`src/hdl/iepx_consts.svh`:
```
// Constants for the extended interrupt enable, priority and external input block.
// Assumes an 8-bit special-function register port with a page select from the core.
`ifndef IEPX_CONSTS_SVH
`define IEPX_CONSTS_SVH
`define IEPX_ADDR_EN2 8'ha5
`define IEPX_ADDR_PRI2L 8'ha6
`define IEPX_ADDR_PRI2H 8'ha7
`define IEPX_ADDR_EN1 8'had
`define IEPX_ADDR_PRI1L 8'hae
`define IEPX_ADDR_PRI1H 8'haf
`define IEPX_ADDR_PRI0H 8'hb7
`define IEPX_ADDR_PRI0L 8'hb8
`define IEPX_ADDR_XCFG 8'hc1
`define IEPX_PAGE_CFG0 4'h0
`define IEPX_PAGE_CFG1 4'h1
`define IEPX_RST_VAL 8'h00
`define IEPX_SEL_HI 7
`define IEPX_SEL_LO 4
`define IEPX_DIV_SIX 3'h5
`define IEPX_FLT_SAMPLES 2'h3
`define IEPX_NSRC 24
`define IEPX_SRC_SYSF 11
`endif

```
`src/hdl/iepx_pkg.sv`:
```
// Types for the extended interrupt enable and priority block.
// Assumes the constants header is included by the files that use it.
package iepx_pkg;
  typedef enum logic [1:0] {
    IEPX_FLT_OFF = 2'h0,
    IEPX_FLT_CLK = 2'h1,
    IEPX_FLT_DIV6 = 2'h2,
    IEPX_FLT_T3 = 2'h3
  } iepx_flt_t;
  typedef struct packed {
    logic [7:0] en2;
    logic [7:0] en1;
    logic [7:0] en0;
  } iepx_en_t;
  typedef struct packed {
    logic missing_clock_flag;
    logic rtc_overflow_flag;
    logic brownout_flag_b;
    logic brownout_flag_a;
    logic watchdog_overflow_flag;
    logic bus_start_seen;
    logic bus_stop_seen;
    logic timer_event_flag;
  } iepx_sysf_t;
  typedef enum logic [1:0] {
    IEPX_IDLE = 2'h0,
    IEPX_REQ = 2'h1,
    IEPX_SERV = 2'h3
  } iepx_state_t;
endpackage

```
`src/hdl/iepx_filter.sv`:
```
// Three-sample glitch filter for one external interrupt input.
// Assumes the sample ticks are one-cycle pulses on clk_sys.
`timescale 1ns/1ps
`include "iepx_consts.svh"
module iepx_filter
  import iepx_pkg::*;
(
  // Clock and reset
  input wire logic clk_sys,
  input wire logic nrst,
  // Control
  input wire iepx_flt_t mode,
  input wire logic tick_div6,
  input wire logic timer3_overflow_tick,
  // Data
  input wire logic raw,
  output logic filt
);
  logic tick;
  logic [1:0] cnt_reg;
  logic held_reg;

  always_comb begin
    case (mode)
      IEPX_FLT_CLK: tick = 1'b1;
      IEPX_FLT_DIV6: tick = tick_div6;
      IEPX_FLT_T3: tick = timer3_overflow_tick;
      default: tick = 1'b0;
    endcase
  end

  always_ff @(posedge clk_sys or negedge nrst) begin
    if (!nrst) begin
      held_reg <= 1'b1;
      cnt_reg <= 2'h0;
    end else if (mode == IEPX_FLT_OFF) begin
      held_reg <= raw;
      cnt_reg <= 2'h0;
    end else if (raw == held_reg) begin
      cnt_reg <= 2'h0;
    end else if (tick) begin
      if (cnt_reg == `IEPX_FLT_SAMPLES - 2'h1) begin
        held_reg <= raw;
        cnt_reg <= 2'h0;
      end else begin
        cnt_reg <= cnt_reg + 2'h1;
      end
    end
  end

  assign filt = held_reg;
endmodule

```
`src/hdl/iepx_top.sv`:
```
// Extended interrupt enable, priority and external input configuration block.
// Assumes a single-cycle register port from the core and level peripheral flags.
`timescale 1ns/1ps
`include "iepx_consts.svh"
module iepx_top
  import iepx_pkg::*;
(
  // Clock and reset
  input wire logic clk_sys,
  input wire logic nrst,
  // Register port
  input wire logic sfr_wr,
  input wire logic sfr_rd,
  input wire logic [7:0] sfr_addr,
  input wire logic [3:0] sfr_page,
  input wire logic [7:0] sfr_wdata,
  output logic [7:0] sfr_rdata,
  // Basic enables owned by the core
  input wire logic global_irq_gate,
  input wire logic [5:0] base_enables,
  input wire logic [1:0] ext_hi_enables,
  // Trigger control
  input wire logic ext2_trigger_type,
  input wire logic ext2_polarity_high,
  input wire logic ext2_clear,
  // Pins
  input wire logic [3:0] pins_int1,
  input wire logic [3:0] pins_int0,
  input wire logic [3:0] pins_int3,
  input wire logic [2:0] pins_int2,
  input wire logic timer3_overflow_tick,
  // Peripheral flags
  input wire logic [23:0] src_flags,
  input wire logic keypad_flag,
  input wire logic conversion_done_flag,
  input wire logic spi_transfer_flag,
  input wire iepx_sysf_t sysflags,
  input wire iepx_sysf_t sysflag_source_enables,
  // Core service handshake
  input wire logic irq_ack,
  input wire logic irq_return,
  output logic irq_req,
  output logic [4:0] irq_src,
  output logic [1:0] irq_level,
  output logic [3:0] ext_filtered,
  output logic ext2_request
);
  localparam int NSRC = `IEPX_NSRC;
  logic [7:0] en1_reg, en2_reg;
  logic [7:0] p0l_reg, p0h_reg, p1l_reg, p1h_reg, p2l_reg, p2h_reg;
  logic [7:0] cfg0_reg, cfg1_reg;
  logic [2:0] div_reg;
  logic tick6;
  logic [3:0] raw_sel, filt;
  logic ext2_prev_reg, ext2_flag_reg;
  logic [NSRC-1:0] flags, pend;
  iepx_en_t en;
  logic [23:0] plo, phi;
  logic [3:0] active_reg;
  logic [1:0] cur_level;
  logic have_active;
  iepx_state_t state_reg;
  logic [4:0] best_src;
  logic [1:0] best_lvl;
  logic best_ok;
  logic sysf_any;
  logic cfg_sel0, cfg_sel1;

  function automatic logic [1:0] lvl_of(input logic h, input logic l);
    lvl_of = {h, l};
  endfunction

  //////////////////////////////////////////////////////////////////////////////
  // Register writes and read-back.
  assign cfg_sel0 = sfr_addr == `IEPX_ADDR_XCFG && sfr_page == `IEPX_PAGE_CFG0;
  assign cfg_sel1 = sfr_addr == `IEPX_ADDR_XCFG && sfr_page == `IEPX_PAGE_CFG1;

  always_ff @(posedge clk_sys or negedge nrst) begin
    if (!nrst) begin
      en1_reg <= `IEPX_RST_VAL;
      en2_reg <= `IEPX_RST_VAL;
      p0l_reg <= `IEPX_RST_VAL;
      p0h_reg <= `IEPX_RST_VAL;
      p1l_reg <= `IEPX_RST_VAL;
      p1h_reg <= `IEPX_RST_VAL;
      p2l_reg <= `IEPX_RST_VAL;
      p2h_reg <= `IEPX_RST_VAL;
      cfg0_reg <= `IEPX_RST_VAL;
      cfg1_reg <= `IEPX_RST_VAL;
    end else if (sfr_wr) begin
      if (sfr_addr == `IEPX_ADDR_EN1) en1_reg <= sfr_wdata;
      if (sfr_addr == `IEPX_ADDR_EN2) en2_reg <= sfr_wdata;
      if (sfr_addr == `IEPX_ADDR_PRI0L) p0l_reg <= sfr_wdata;
      if (sfr_addr == `IEPX_ADDR_PRI0H) p0h_reg <= sfr_wdata;
      if (sfr_addr == `IEPX_ADDR_PRI1L) p1l_reg <= sfr_wdata;
      if (sfr_addr == `IEPX_ADDR_PRI1H) p1h_reg <= sfr_wdata;
      if (sfr_addr == `IEPX_ADDR_PRI2L) p2l_reg <= sfr_wdata;
      if (sfr_addr == `IEPX_ADDR_PRI2H) p2h_reg <= sfr_wdata;
      if (cfg_sel0) cfg0_reg <= sfr_wdata;
      if (cfg_sel1) cfg1_reg <= sfr_wdata;
    end
  end

  always_ff @(posedge clk_sys or negedge nrst) begin
    if (!nrst) begin
      sfr_rdata <= 8'h00;
    end else if (sfr_rd) begin
      case (sfr_addr)
        `IEPX_ADDR_EN1: sfr_rdata <= en1_reg;
        `IEPX_ADDR_EN2: sfr_rdata <= en2_reg;
        `IEPX_ADDR_PRI0L: sfr_rdata <= p0l_reg;
        `IEPX_ADDR_PRI0H: sfr_rdata <= p0h_reg;
        `IEPX_ADDR_PRI1L: sfr_rdata <= p1l_reg;
        `IEPX_ADDR_PRI1H: sfr_rdata <= p1h_reg;
        `IEPX_ADDR_PRI2L: sfr_rdata <= p2l_reg;
        `IEPX_ADDR_PRI2H: sfr_rdata <= p2h_reg;
        `IEPX_ADDR_XCFG: sfr_rdata <= cfg_sel0 ? cfg0_reg : (cfg_sel1 ? cfg1_reg : 8'h00);
        default: sfr_rdata <= 8'h00;
      endcase
    end
  end

  //////////////////////////////////////////////////////////////////////////////
  // Pin selection and input filters.
  always_comb begin
    raw_sel[1] = pins_int1[cfg0_reg[`IEPX_SEL_HI -: 2]];
    raw_sel[0] = pins_int0[cfg0_reg[`IEPX_SEL_LO + 1 -: 2]];
    raw_sel[3] = pins_int3[cfg1_reg[`IEPX_SEL_HI -: 2]];
    case (cfg1_reg[`IEPX_SEL_LO + 1 -: 2])
      2'h0: raw_sel[2] = pins_int2[0];
      2'h1: raw_sel[2] = pins_int2[1];
      2'h2: raw_sel[2] = pins_int2[2];
      default: raw_sel[2] = 1'b1;
    endcase
  end

  always_ff @(posedge clk_sys or negedge nrst) begin
    if (!nrst) begin
      div_reg <= 3'h0;
    end else begin
      div_reg <= (div_reg == `IEPX_DIV_SIX) ? 3'h0 : div_reg + 3'h1;
    end
  end
  assign tick6 = div_reg == `IEPX_DIV_SIX;

  genvar gi;
  generate
    for (gi = 0; gi < 4; gi++) begin : g_flt
      iepx_filter u_flt (
        .clk_sys(clk_sys),
        .nrst(nrst),
        .mode(iepx_flt_t'({cfg1_reg[gi], cfg0_reg[gi]})),
        .tick_div6(tick6),
        .timer3_overflow_tick(timer3_overflow_tick),
        .raw(raw_sel[gi]),
        .filt(filt[gi])
      );
    end
  endgenerate

  always_ff @(posedge clk_sys or negedge nrst) begin
    if (!nrst) begin
      ext_filtered <= 4'hf;
    end else begin
      ext_filtered <= filt;
    end
  end

  //////////////////////////////////////////////////////////////////////////////
  // External input 2 trigger; set wins over clear.
  always_ff @(posedge clk_sys or negedge nrst) begin
    if (!nrst) begin
      ext2_prev_reg <= 1'b1;
      ext2_flag_reg <= 1'b0;
    end else begin
      ext2_prev_reg <= filt[2];
      if (!ext2_trigger_type) begin
        ext2_flag_reg <= filt[2] == ext2_polarity_high;
      end else if (ext2_prev_reg != filt[2] && filt[2] == ext2_polarity_high) begin
        ext2_flag_reg <= 1'b1;
      end else if (ext2_clear) begin
        ext2_flag_reg <= 1'b0;
      end
    end
  end
  assign ext2_request = ext2_flag_reg;

  //////////////////////////////////////////////////////////////////////////////
  // Request gating and priority arbitration.
  assign sysf_any = |(sysflags & sysflag_source_enables);
  always_comb begin
    flags = src_flags;
    flags[13] = keypad_flag;
    flags[9] = conversion_done_flag;
    flags[8] = spi_transfer_flag;
    flags[`IEPX_SRC_SYSF] = sysf_any;
    flags[6] = ext2_flag_reg;
  end
  assign en.en0 = {ext_hi_enables, base_enables};
  assign en.en1 = en1_reg;
  assign en.en2 = en2_reg;
  assign plo = {p2l_reg, p1l_reg, p0l_reg};
  assign phi = {p2h_reg, p1h_reg, p0h_reg};
  assign pend = flags & en & {NSRC{global_irq_gate}};

  always_comb begin
    best_ok = 1'b0;
    best_src = 5'h0;
    best_lvl = 2'h0;
    for (int i = 0; i < NSRC; i++) begin
      if (pend[i] && (!best_ok || lvl_of(phi[i], plo[i]) > best_lvl)) begin
        best_ok = 1'b1;
        best_src = 5'(i);
        best_lvl = lvl_of(phi[i], plo[i]);
      end
    end
    cur_level = 2'h0;
    have_active = |active_reg;
    for (int k = 0; k < 4; k++) begin
      if (active_reg[k]) cur_level = 2'(k);
    end
  end

  always_ff @(posedge clk_sys or negedge nrst) begin
    if (!nrst) begin
      state_reg <= IEPX_IDLE;
      irq_req <= 1'b0;
      irq_src <= 5'h0;
      irq_level <= 2'h0;
      active_reg <= 4'h0;
    end else begin
      if (irq_return && have_active) active_reg[cur_level] <= 1'b0;
      case (state_reg)
        IEPX_IDLE: begin
          if (best_ok && (!have_active || best_lvl > cur_level)) begin
            irq_req <= 1'b1;
            irq_src <= best_src;
            irq_level <= best_lvl;
            state_reg <= IEPX_REQ;
          end
        end
        IEPX_REQ: begin
          if (irq_ack) begin
            irq_req <= 1'b0;
            active_reg[irq_level] <= 1'b1;
            state_reg <= IEPX_SERV;
          end else if (!best_ok) begin
            irq_req <= 1'b0;
            state_reg <= IEPX_IDLE;
          end
        end
        IEPX_SERV: state_reg <= IEPX_IDLE;
        default: state_reg <= IEPX_IDLE;
      endcase
    end
  end
endmodule

```
`config.mk`:
```
export PLATFORM = sky130hd
export DESIGN_NAME = iepx_top
export DESIGN_NICKNAME = d
export VERILOG_FILES = /design/src/hdl/iepx_pkg.sv /design/src/hdl/iepx_filter.sv /design/src/hdl/iepx_top.sv
export VERILOG_INCLUDE_DIRS = /design/src /design/src/hdl
export SDC_FILE = /design/constraint.sdc
export NUM_CORES = 1
export LEC_CHECK = 0
export BUFFER_PORTS_ARGS = -buffer_cell sky130_fd_sc_hd__clkbuf_2
export CAP_MARGIN = 25
export CORE_ASPECT_RATIO = 0.5
export CORE_MARGIN = 8
export CORE_UTILIZATION = 50
export CTS_CLUSTER_DIAMETER = 60
export DETAILED_ROUTE_END_ITERATION = 8
export GPL_ROUTABILITY_DRIVEN = 0
export PLACE_DENSITY_LB_ADDON = 0.08
export RECOVER_POWER = 100
export SYNTH_ARGS = -nofsm -noshare
export SYNTH_HDL_FRONTEND = slang
export SYNTH_HIERARCHICAL = 1
export SYNTH_SLANG_ARGS = --single-unit
```
`constraint.sdc`:
```
create_clock -name clk_sys -period 30.3 [get_ports clk_sys]
set_input_delay 1.515 -clock clk_sys [delete_from_list [all_inputs] [get_ports clk_sys]]
set_output_delay 1.515 -clock clk_sys [all_outputs]
set_load 0.01 [all_outputs]
```
---- Word-level counts from Yosys, hierarchy flattened ----
Index checks and enable logic that the tools add are counted.
storage, ports and cells
  register bits after elaboration ......... 123
  bits in latches ......................... 0
  memory bits (writable) .................. 0
  bits in read-only memories .............. 0
  bits of input ports ..................... 97
  output and inout bits ................... 21
  word-level logic and storage cells ...... 369
  memories kept ........................... 0
operators by class
  add/subtract/negate cells ............... 5
  multiply operators ...................... 0
  divide/modulo/power cells ............... 0
  order comparisons ....................... 31
  equality and inequality tests ........... 43
  shifts and indexed selects .............. 0
  mux-type cells .......................... 139
  bitwise logic cells ..................... 6
  reduce and logical (&&, ||, !) cells .... 117
operators by type and width
  operator                                                     count
  two-way mux 5 bit                                            22
  two-way mux 2 bit                                            45
  == test 8 bit (second input constant)                        9
  one-hot mux 8 bit (9 select lines)                           1
  two-way mux 1 bit                                            53
  bitwise AND 24 bit                                           2
  greater-than comparator 2 bit                                24
  logical AND 1 bit                                            30
  == test 2 bit (second input constant)                        13
  zero test 1 bit                                              24
  logical OR 1 bit                                             24
  AND reduction 2 bit                                          12
  nonzero test 2 bit                                           9
  two-way mux 8 bit                                            2
  less-than comparator 2 x 3 -> 1 bit (second input constant)  5
  one-hot mux 1 bit (3 select lines)                           5
  AND reduction 3 bit                                          5
  == test 2 x 1 -> 1 bit (second input constant)               6
  zero test 2 bit                                              6
  two-way mux 4 bit                                            3
  nonzero test 3 bit                                           4
  adder 2 x 1 -> 2 bit (second input constant)                 4
  bitwise AND 8 bit                                            1
  inequality test 2 x 1 -> 1 bit (second input constant)       4
  20 further kinds                                             28

---- Longest topological paths before layout ----
Gate-level depths: netlist of run 1.
  depth after elaboration ................. 102
  mapped depth ............................ 163

---- Hierarchy ----
Netlist of run 1, hierarchy kept.
modules (own cells, without submodules)
  module       instances  cells an instance  area an instance (µm²)  seq. area each (µm²)
  iepx_top     1          757                7339.5                  2757.6
  iepx_filter  4          16                 186.4                   76.3

---- Least setup slack after synthesis of run 1 ----
Ideal clock, no wire load.
  path type ............................... input to register
  from .................................... input port src_flags[0]
  to ...................................... register irq_src[4]
  setup time .............................. 0.119 ns
  arrival time ............................ 28.867 ns
  setup slack ............................. 1.314 ns
  stages .................................. 151
  cell sequence ........................... and3_1 -> clkbuf_1 -> nand2_1 -> ha_1 -> nor2b_1 -> o21ai_1 -> o211a_1 -> nor2_1 -> ha_1 -> nor2b_1 -> a2bb2oi_1 -> o2111a_1 -> a221oi_1 -> nor2_1 -> ha_1 -> nand2_1 -> o21ai_1 -> a211oi_2 -> [... 115 more ...] -> a21oi_1 -> a21oi_1 -> o2111ai_1 -> mux2_2 -> ha_1 -> a21oi_1 -> a21oi_1 -> o2111ai_1 -> nor2_1 -> a21oi_1 -> ha_1 -> a21oi_1 -> o21ai_0 -> nor3_1 -> nand3_1 -> nand2b_1 -> or2_2 -> o21a_1
on the way
  word-level cells in the longest chain between the ends .. 99
RTL lines
  item                                                              line             text
  from (decl)                                                       iepx_top.sv:33   input wire logic [23:0] src_flags,
  bitwise AND 24 bit (*) (2 in series)                              iepx_top.sv:204  assign pend = flags & en & {NSRC{global_irq_gate}};
  two-way mux 2 bit or two-way mux 1 bit (tied branches)            iepx_top.sv:211  if (pend[i] && (!best_ok || lvl_of(phi[i], plo[i]) > best_lvl)) begin
  greater-than comparator 2 bit or zero test 1 bit (tied branches)  iepx_top.sv:211
  logical OR 1 bit                                                  iepx_top.sv:211
  logical AND 1 bit                                                 iepx_top.sv:211
  two-way mux 2 bit or two-way mux 1 bit (tied branches)            iepx_top.sv:211
  greater-than comparator 2 bit or zero test 1 bit (tied branches)  iepx_top.sv:211
  logical OR 1 bit                                                  iepx_top.sv:211
  [... 83 more ...]                                                 -
  logical OR 1 bit                                                  iepx_top.sv:211
  logical AND 1 bit                                                 iepx_top.sv:211
  two-way mux 2 bit (*)                                             iepx_top.sv:211
  via best_lvl[1]                                                   iepx_top.sv:64   logic [1:0] best_lvl;
  greater-than comparator 2 bit (*)                                 iepx_top.sv:235  if (best_ok && (!have_active || best_lvl > cur_level)) begin
  logical OR 1 bit (*)                                              iepx_top.sv:235
  logical AND 1 bit (*)                                             iepx_top.sv:235
  AND reduction 2 bit (no source line) (*)                          -
  to (signal assigned)                                              iepx_top.sv:237  irq_src <= best_src;
  to (decl)                                                         iepx_top.sv:43   output logic [4:0] irq_src,
Mark *: on every way through the listed nets, which the timed path passes. The rest lies on a longest branch.
A chain may end at the register's enable or synchronous reset.

---- Worst setup path in the final report of run 1 ----
  from .................................... input port global_irq_gate
  to ...................................... register irq_level[0]
on the way
  word-level cells in the longest chain between the ends .. 98
RTL lines
  item                                                              line             text
  from (decl)                                                       iepx_top.sv:19   input wire logic global_irq_gate,
  bitwise AND 24 bit (*)                                            iepx_top.sv:204
  two-way mux 2 bit or two-way mux 1 bit (tied branches)            iepx_top.sv:211
  greater-than comparator 2 bit or zero test 1 bit (tied branches)  iepx_top.sv:211
  logical OR 1 bit                                                  iepx_top.sv:211
  logical AND 1 bit                                                 iepx_top.sv:211
  two-way mux 2 bit or two-way mux 1 bit (tied branches)            iepx_top.sv:211
  greater-than comparator 2 bit or zero test 1 bit (tied branches)  iepx_top.sv:211
  logical OR 1 bit                                                  iepx_top.sv:211
  [... 82 more ...]                                                 -
  greater-than comparator 2 bit or zero test 1 bit (tied branches)  iepx_top.sv:211
  logical OR 1 bit                                                  iepx_top.sv:211
  logical AND 1 bit                                                 iepx_top.sv:211
  two-way mux 2 bit                                                 iepx_top.sv:211
  greater-than comparator 2 bit                                     iepx_top.sv:235
  logical OR 1 bit                                                  iepx_top.sv:235
  logical AND 1 bit                                                 iepx_top.sv:235
  AND reduction 2 bit (no source line)                              -
  to (signal assigned)                                              iepx_top.sv:238  irq_level <= best_lvl;
  to (decl)                                                         iepx_top.sv:44   output logic [1:0] irq_level,
Every way passes the cells marked *; elsewhere a longest branch is shown, timed or not.

==> flow_metrics.py, run 1 <==
metrics = {
    "final_layout": {
        "num-nets-final": 1129,
        "area_delta_synth_final_pct": 29.6,
        "area.sequential_mm2": 0.00306,
        "fillers": 1278,
        "final_common_cell": "dfrtp_1",
        "final_cells": 1222,
        "layout-drive-gt1-share": 0.397,
        "final_cell_mix": "dfrtp_1 (114), mux2_2 (91), clkbuf_2 (86), nand2_1 (60), buf_4 (58)",
        "multi_input_area_mm2": 0.00535,
        "antenna_cells": 0,
    },
    "clock_tree": {
        "clkTransAtPathRegs_ns": 0.06,
        "cts_buffers": 17,
        "numClockSinks": 122,
        "clock_latency_ns": 0.42,
        "cts-root-buf": "clkbuf_16",
        "clockBufferDepth": 2,
        "ctsHtreeMaxLevel": 4,
        "cts_tree": "built",
    },
    "route": {
        "num_vias": 7821,
        "drtPass1Iterations": 5,
        "drc": 0,
        "detail_route.wl_per_cell_um": 23.4,
        "final_antenna_net_count": 0,
        "routed_wl_um": 28600,
        "first_iter_violations": 842,
        "routed_via_density": 6.40,
    },
    "run_status": {
        "outcome": "finished, violations left",
        "violations": "max-capacitance violations, max-slew violations",
    },
    "critical_path": {
        "cp-end-kind": "flop",
        "worst_setup_path_start_kind": "input port",
        "reg2reg_slack_ns": 1.74,
        "crit_type": "in2reg",
        "critical_path.slowest_cell": "or4_1",
        "crit_required_ns": 30.61,
        "slowest_delay_ns": 0.65,
        "worst_path_most_repeated_cell": "ha_1",
        "arrival_ns": 29.85,
        "crit_fanout": 8,
    },
    "synth": {
        "async_flop_share": 1.00,
        "ys_warn_count": 6,
        "avgSynthCellArea_um2": 9.85,
        "synthesis.area_mm2": 0.00809,
        "syn_nets": 951,
        "synthDistinctLibCells": 89,
        "seq_area_frac_synth": 0.379,
        "synth-edff-count": 0,
        "ys.flop_type": "dfrtp_1",
        "ys_ff_latch": 122,
        "synth_cells": 821,
    },
    "floorplan": {
        "rows": 33,
        "die_h_um": 106,
        "die_w_um": 196,
        "die_area_mm2": 0.0207,
        "ios": 118,
        "start_util": 0.502,
        "coreArea_mm2": 0.0161,
    },
    "grt": {
        "grt_max_degree": 69,
        "grt_pass1_vias": 7353,
        "antenna_found_initial": 0,
        "gr-total-overflow": 0,
        "grt_use_total": 0.260,
        "grt_first_pass_wirelength_um": 42100,
    },
    "worst_hold_path": {
        "hp-class": "reg2reg",
    },
    "sta": {
        "hold_violations": 0,
        "fin_crit_ns": 29.54,
        "setup_slack_ns": 0.759,
        "finalSetupViolCount": 0,
        "slew_violations": 125,
        "skew_ns": 0.00837,
        "period_share": 0.975,
        "max_clock_freq_ghz": 0.0339,
        "slew_headroom": -1.52,
        "tightest_slew_ns": 3.77,
    },
    "pwr": {
        "vdd_ir_drop_max_v": 0.0000464,
        "p_total_w": 0.000497,
        "power_density_mw_per_mm2": 47.5,
        "total_leakage_power_nw": 4.72,
    },
    "place": {
        "hpwl_um": 21000,
        "numPortBuffers": 112,
        "dpl.cell_count": 1149,
        "pre_cts_ws_ns": -1.53,
    },
    "run": {
        "drv_cap": 2,
    },
}
-- cells in the mapped netlist, types with 5 or more instances --
library cell | count | area share
dfstp_2 | 8 | 0.026
a222oi_1 | 14 | 0.017
clkbuf_1 | 8 | 0.0037
nand2_1 | 64 | 0.030
nor2b_1 | 15 | 0.012
nor2_1 | 58 | 0.027
inv_1 | 52 | 0.024
a22o_1 | 7 | 0.0076
a21boi_0 | 7 | 0.0065
nand3_1 | 20 | 0.012
o31ai_1 | 6 | 0.0056
nor4_1 | 5 | 0.0039
mux2_2 | 95 | 0.13
a21o_1 | 5 | 0.0046
a221oi_1 | 6 | 0.0065
o21ai_0 | 34 | 0.021
and2_1 | 10 | 0.0077
mux2i_1 | 6 | 0.0074
a31oi_1 | 5 | 0.0039
buf_1 | 9 | 0.0042
ha_1 | 33 | 0.051
a21oi_1 | 32 | 0.020
and3_1 | 20 | 0.015
a22oi_1 | 20 | 0.019
dfrtp_1 | 114 | 0.35
nand4_1 | 5 | 0.0039
o22ai_1 | 7 | 0.0054
a41o_1 | 6 | 0.0074
o21a_1 | 14 | 0.013
nand2b_1 | 9 | 0.0070
o21ai_1 | 6 | 0.0037
a2bb2oi_1 | 6 | 0.0065
nor3_1 | 14 | 0.0087
-- power by group --
group | leakage, nW | switching (W) | internal, W | total (W)
Sequential | 1.64 | 0.0000156 | 0.000176 | 0.000191
Combinational | 2.81 | 0.0000566 | 0.0000465 | 0.000103
Clock | 0.274 | 0.0000775 | 0.000126 | 0.000203
-- critical path, delay by kind of cell --
kind,cells,cell delay [ns]
AO/OA/AOI/OAI,59,10.84
multiplexers,12,3.48
buffers and inverters,11,1.31
AND/OR/NAND/NOR,47,6.04
adder cells (fa/ha/maj),25,6.64
-- final timing paths --
check,start,to,depth (start not counted)
setup / recovery,global_irq_gate,irq_level[0]$_DFFE_PN0P_,154
hold / removal,g_flt[3].u_flt/filt$_DFFE_PN1P_,ext_filtered[3]$_DFF_PN1_,0
setup reg to reg,p0h_reg[0]$_DFFE_PN0P_,irq_level[0]$_DFFE_PN0P_,152
hold reg to reg,g_flt[3].u_flt/filt$_DFFE_PN1P_,ext_filtered[3]$_DFF_PN1_,0
max in group asynchronous,nrst,cfg0_reg[5]$_DFFE_PN0P_,2
min in group asynchronous,nrst,div_reg[2]$_DFF_PN0_,1
-- kinds of logic (layout without fill, tap and decap cells) --
group | after synthesis | after routing | synth area share
AND/OR/NAND/NOR | 247 | 247 | 0.156
AO/OA/AOI/OAI | 232 | 232 | 0.217
flip-flops | 122 | 122 | 0.379
multiplexers | 109 | 109 | 0.157
buffers and inverters | 73 | 264 | 0.0345
adder cells (fa/ha/maj) | 34 | 34 | 0.0523
XOR/XNOR | 4 | 4 | 0.00433
-- layout make-up --
cell class | instances | share of cell area
clock buffer | 19 | 0.0432
sequential | 122 | 0.292
timing repair buffer | 178 | 0.0957
clock inverter | 13 | 0.0139
inverter | 54 | 0.0194
tap | 210 | 0.0251
multi-input combinational | 626 | 0.510
-- per-stage QoR --
stage	TNS, ns	cell area, um2	utilization	hold slack [ns]
after floorplan	0	8090	-	0.365
after global placement	-3.92	9020	0.560	0.369
after detailed placement	-11.60	9020	0.560	0.372
after CTS	0	9770	0.607	0.381
after global routing	-2.68	10500	0.651	0.400
final	0	10500	0.651	0.394
-- layer usage --
layer | GRT usage | up-vias | routed length [um]
li1 | - | 3503 | -
met1 | 0.390 | 3926 | 13400
met2 | 0.354 | 349 | 11900
met3 | 0.0870 | 43 | 2890
met4 | 0.0565 | 0 | 357
met5 | 0 | - | 0
-- what timing repair did --
item | CTS | global route
setup endpoints to repair | 9 | 9
pin swaps | 4 | 66
gates resized for setup | 27 | 104
hold buffers | 0 | 0
setup buffers | 4 | 36
Power figures use the tool's default switching activity.
==> run 2: changes to the inputs <==
==> constraint.sdc (replaced) <==
create_clock -name clk_sys -period 26.9 [get_ports clk_sys]
set_input_delay 1.345 -clock clk_sys [delete_from_list [all_inputs] [get_ports clk_sys]]
set_output_delay 1.345 -clock clk_sys [all_outputs]
set_load 0.01 [all_outputs]
==> flow_metrics.py, run 2 (synthesis gave the netlist of run 1 again) <==
metrics = {
    "floorplan": {
        "die_area_mm2": 0.0207,
        "die_w_um": 196,
        "coreArea_mm2": 0.0161,
        "die_h_um": 106,
        "rows": 33,
        "ios": 118,
        "start_util": 0.502,
    },
    "sta": {
        "setup_slack_ns": -1.35,
        "finalSetupViolCount": 9,
        "slew_headroom": -1.64,
        "grt_setup_unrepaired": "true",
        "slew_violations": 125,
        "max_clock_freq_ghz": 0.0354,
        "tightest_slew_ns": 3.97,
        "fin_crit_ns": 28.25,
        "skew_ns": 0.00773,
        "period_share": 1.05,
        "fin_setup_tns_ns": -10.87,
        "hold_violations": 0,
    },
    "critical_path": {
        "critical_path.slowest_cell": "o31ai_2",
        "slowest_delay_ns": 0.36,
        "arrival_ns": 28.56,
        "crit_fanout": 4,
        "reg2reg_slack_ns": -0.60,
        "crit_type": "in2reg",
        "worst_r2r_endpoint": "irq_src[4]$_DFFE_PN0P_",
        "timing.rr.start": "p0h_reg[0]$_DFFE_PN0P_",
        "worst_setup_path_start_kind": "input port",
        "ff2ff_path_depth": 156,
        "crit_required_ns": 27.21,
        "cp-end-kind": "flop",
        "worst_path_most_repeated_cell": "ha_4",
        "cp-startpoint": "src_flags[0]",
    },
    "run_status": {
        "outcome": "finished, violations left",
        "violations": "max-capacitance violations, max-slew violations, negative setup slack",
    },
    "grt": {
        "gr-total-overflow": 0,
        "grt_max_degree": 77,
        "grt_first_pass_wirelength_um": 46400,
        "grt_pass1_vias": 8435,
        "grt_use_total": 0.285,
        "antenna_found_initial": 0,
    },
    "clock_tree": {
        "cts_hold_buffers": 0,
        "clockBufferDepth": 2,
        "clkTransAtPathRegs_ns": 0.06,
        "cts-root-buf": "clkbuf_16",
        "cts_tree": "built",
        "cts_buffers": 17,
        "numClockSinks": 122,
        "ctsHtreeMaxLevel": 4,
        "clock_latency_ns": 0.42,
    },
    "final_layout": {
        "antenna_cells": 0,
        "final_cell_mix": "buf_4 (164), dfrtp_1 (114), mux2_2 (88), clkbuf_2 (84), nand2_1 (53)",
        "layout-drive-gt1-share": 0.496,
        "fin_util": 0.732,
        "num-nets-final": 1240,
        "fillers": 1128,
        "final_common_cell": "buf_4",
        "area_delta_synth_final_pct": 45.7,
    },
    "pwr": {
        "total_leakage_power_nw": 5.40,
        "power_density_mw_per_mm2": 53.4,
        "p_total_w": 0.000629,
        "vdd_ir_drop_max_v": 0.0000499,
    },
    "worst_hold_path": {
        "min_path_cells": 0,
        "min_to": "ext_filtered[1]$_DFF_PN1_",
        "hp-class": "reg2reg",
        "min-delay-start": "g_flt[1].u_flt/filt$_DFFE_PN1P_",
    },
    "route": {
        "num_vias": 8458,
        "drtPass1Iterations": 6,
        "final_antenna_net_count": 0,
        "drc": 0,
        "routed_via_density": 6.35,
        "first_iter_violations": 877,
        "detail_route.wl_per_cell_um": 23.3,
        "routed_wl_um": 31000,
    },
    "run": {
        "drv_cap": 2,
    },
    "place": {
        "pre_cts_ws_ns": -2.00,
        "numPortBuffers": 112,
        "hpwl_um": 21800,
    },
}
[run 2: changes by cell type in the layout (fill, tap and decap cells not counted), sizes merged]
| cell | delta |
|---|---|
| clkinvlp | -4 |
| buf | +114 |
| clkbuf | -2 |
| bufinv | +4 |
| inv | -1 |
[run 2: worst max path at each step]
stage                        endpoint  cells after the start
4_1_cts        irq_src[4]$_DFFE_PN0P_                    155
3_5_place_dp   irq_src[4]$_DFFE_PN0P_                    154
3_3_place_gp   irq_src[4]$_DFFE_PN0P_                    156
6_report       irq_src[4]$_DFFE_PN0P_                    158
2_1_floorplan  irq_src[4]$_DFFE_PN0P_                    153
5_1_grt        irq_src[4]$_DFFE_PN0P_                    163
[run 2: cell type report]
| class | count | area (um2) | area share |
|---|---|---|---|
| tap | 210 | 263 | 0.0223 |
| clock inverter | 12 | 219 | 0.0186 |
| timing repair buffer | 289 | 1880 | 0.160 |
| sequential | 122 | 3060 | 0.260 |
| inverter | 54 | 203 | 0.0172 |
| multi-input combinational | 626 | 5690 | 0.483 |
| clock buffer | 20 | 457 | 0.0388 |
[run 2: critical path: cells and delay by family]
family,cells,cell delay (ns)
AOI/OAI and AO/OA,59,10.21
and+or+nand+nor,54,6.66
adders and majority gates,25,6.34
muxes,10,2.94
buffers and inverters,10,1.03
[run 2: timing repair]
action,4_1_cts,5_1_grt
resized for setup,54,56
setup buffers,64,25
pin swaps,55,73
setup endpoints to repair,9,9
[run 2: power by group]
group | total [W] | switching (W) | internal (W) | leakage [nW]
clock network | 0.000263 | 0.0000852 | 0.000178 | 0.326
registers | 0.000216 | 0.0000187 | 0.000198 | 1.64
logic | 0.000149 | 0.0000744 | 0.0000745 | 3.44
total | 0.000629 | 0.000178 | 0.000451 | 5.40
[run 2: layer usage]
layer | part of all wire | vias to the layer above | GRT usage
met5 | 0 | - | 0
met4 | 0.021 | 0 | 0.0861
met3 | 0.10 | 69 | 0.0539
met2 | 0.44 | 464 | 0.437
met1 | 0.43 | 4209 | 0.405
li1 | - | 3716 | -
[run 2: per-stage QoR]
step	hold slack, ns	instance area, um2	std cells
after detailed placement	0.375	9960	1212
after global routing	0.408	11800	1333
final	0.396	11800	1333
after floorplan	0.365	8560	821
after CTS	0.383	11400	1308
after global placement	0.370	9960	1212
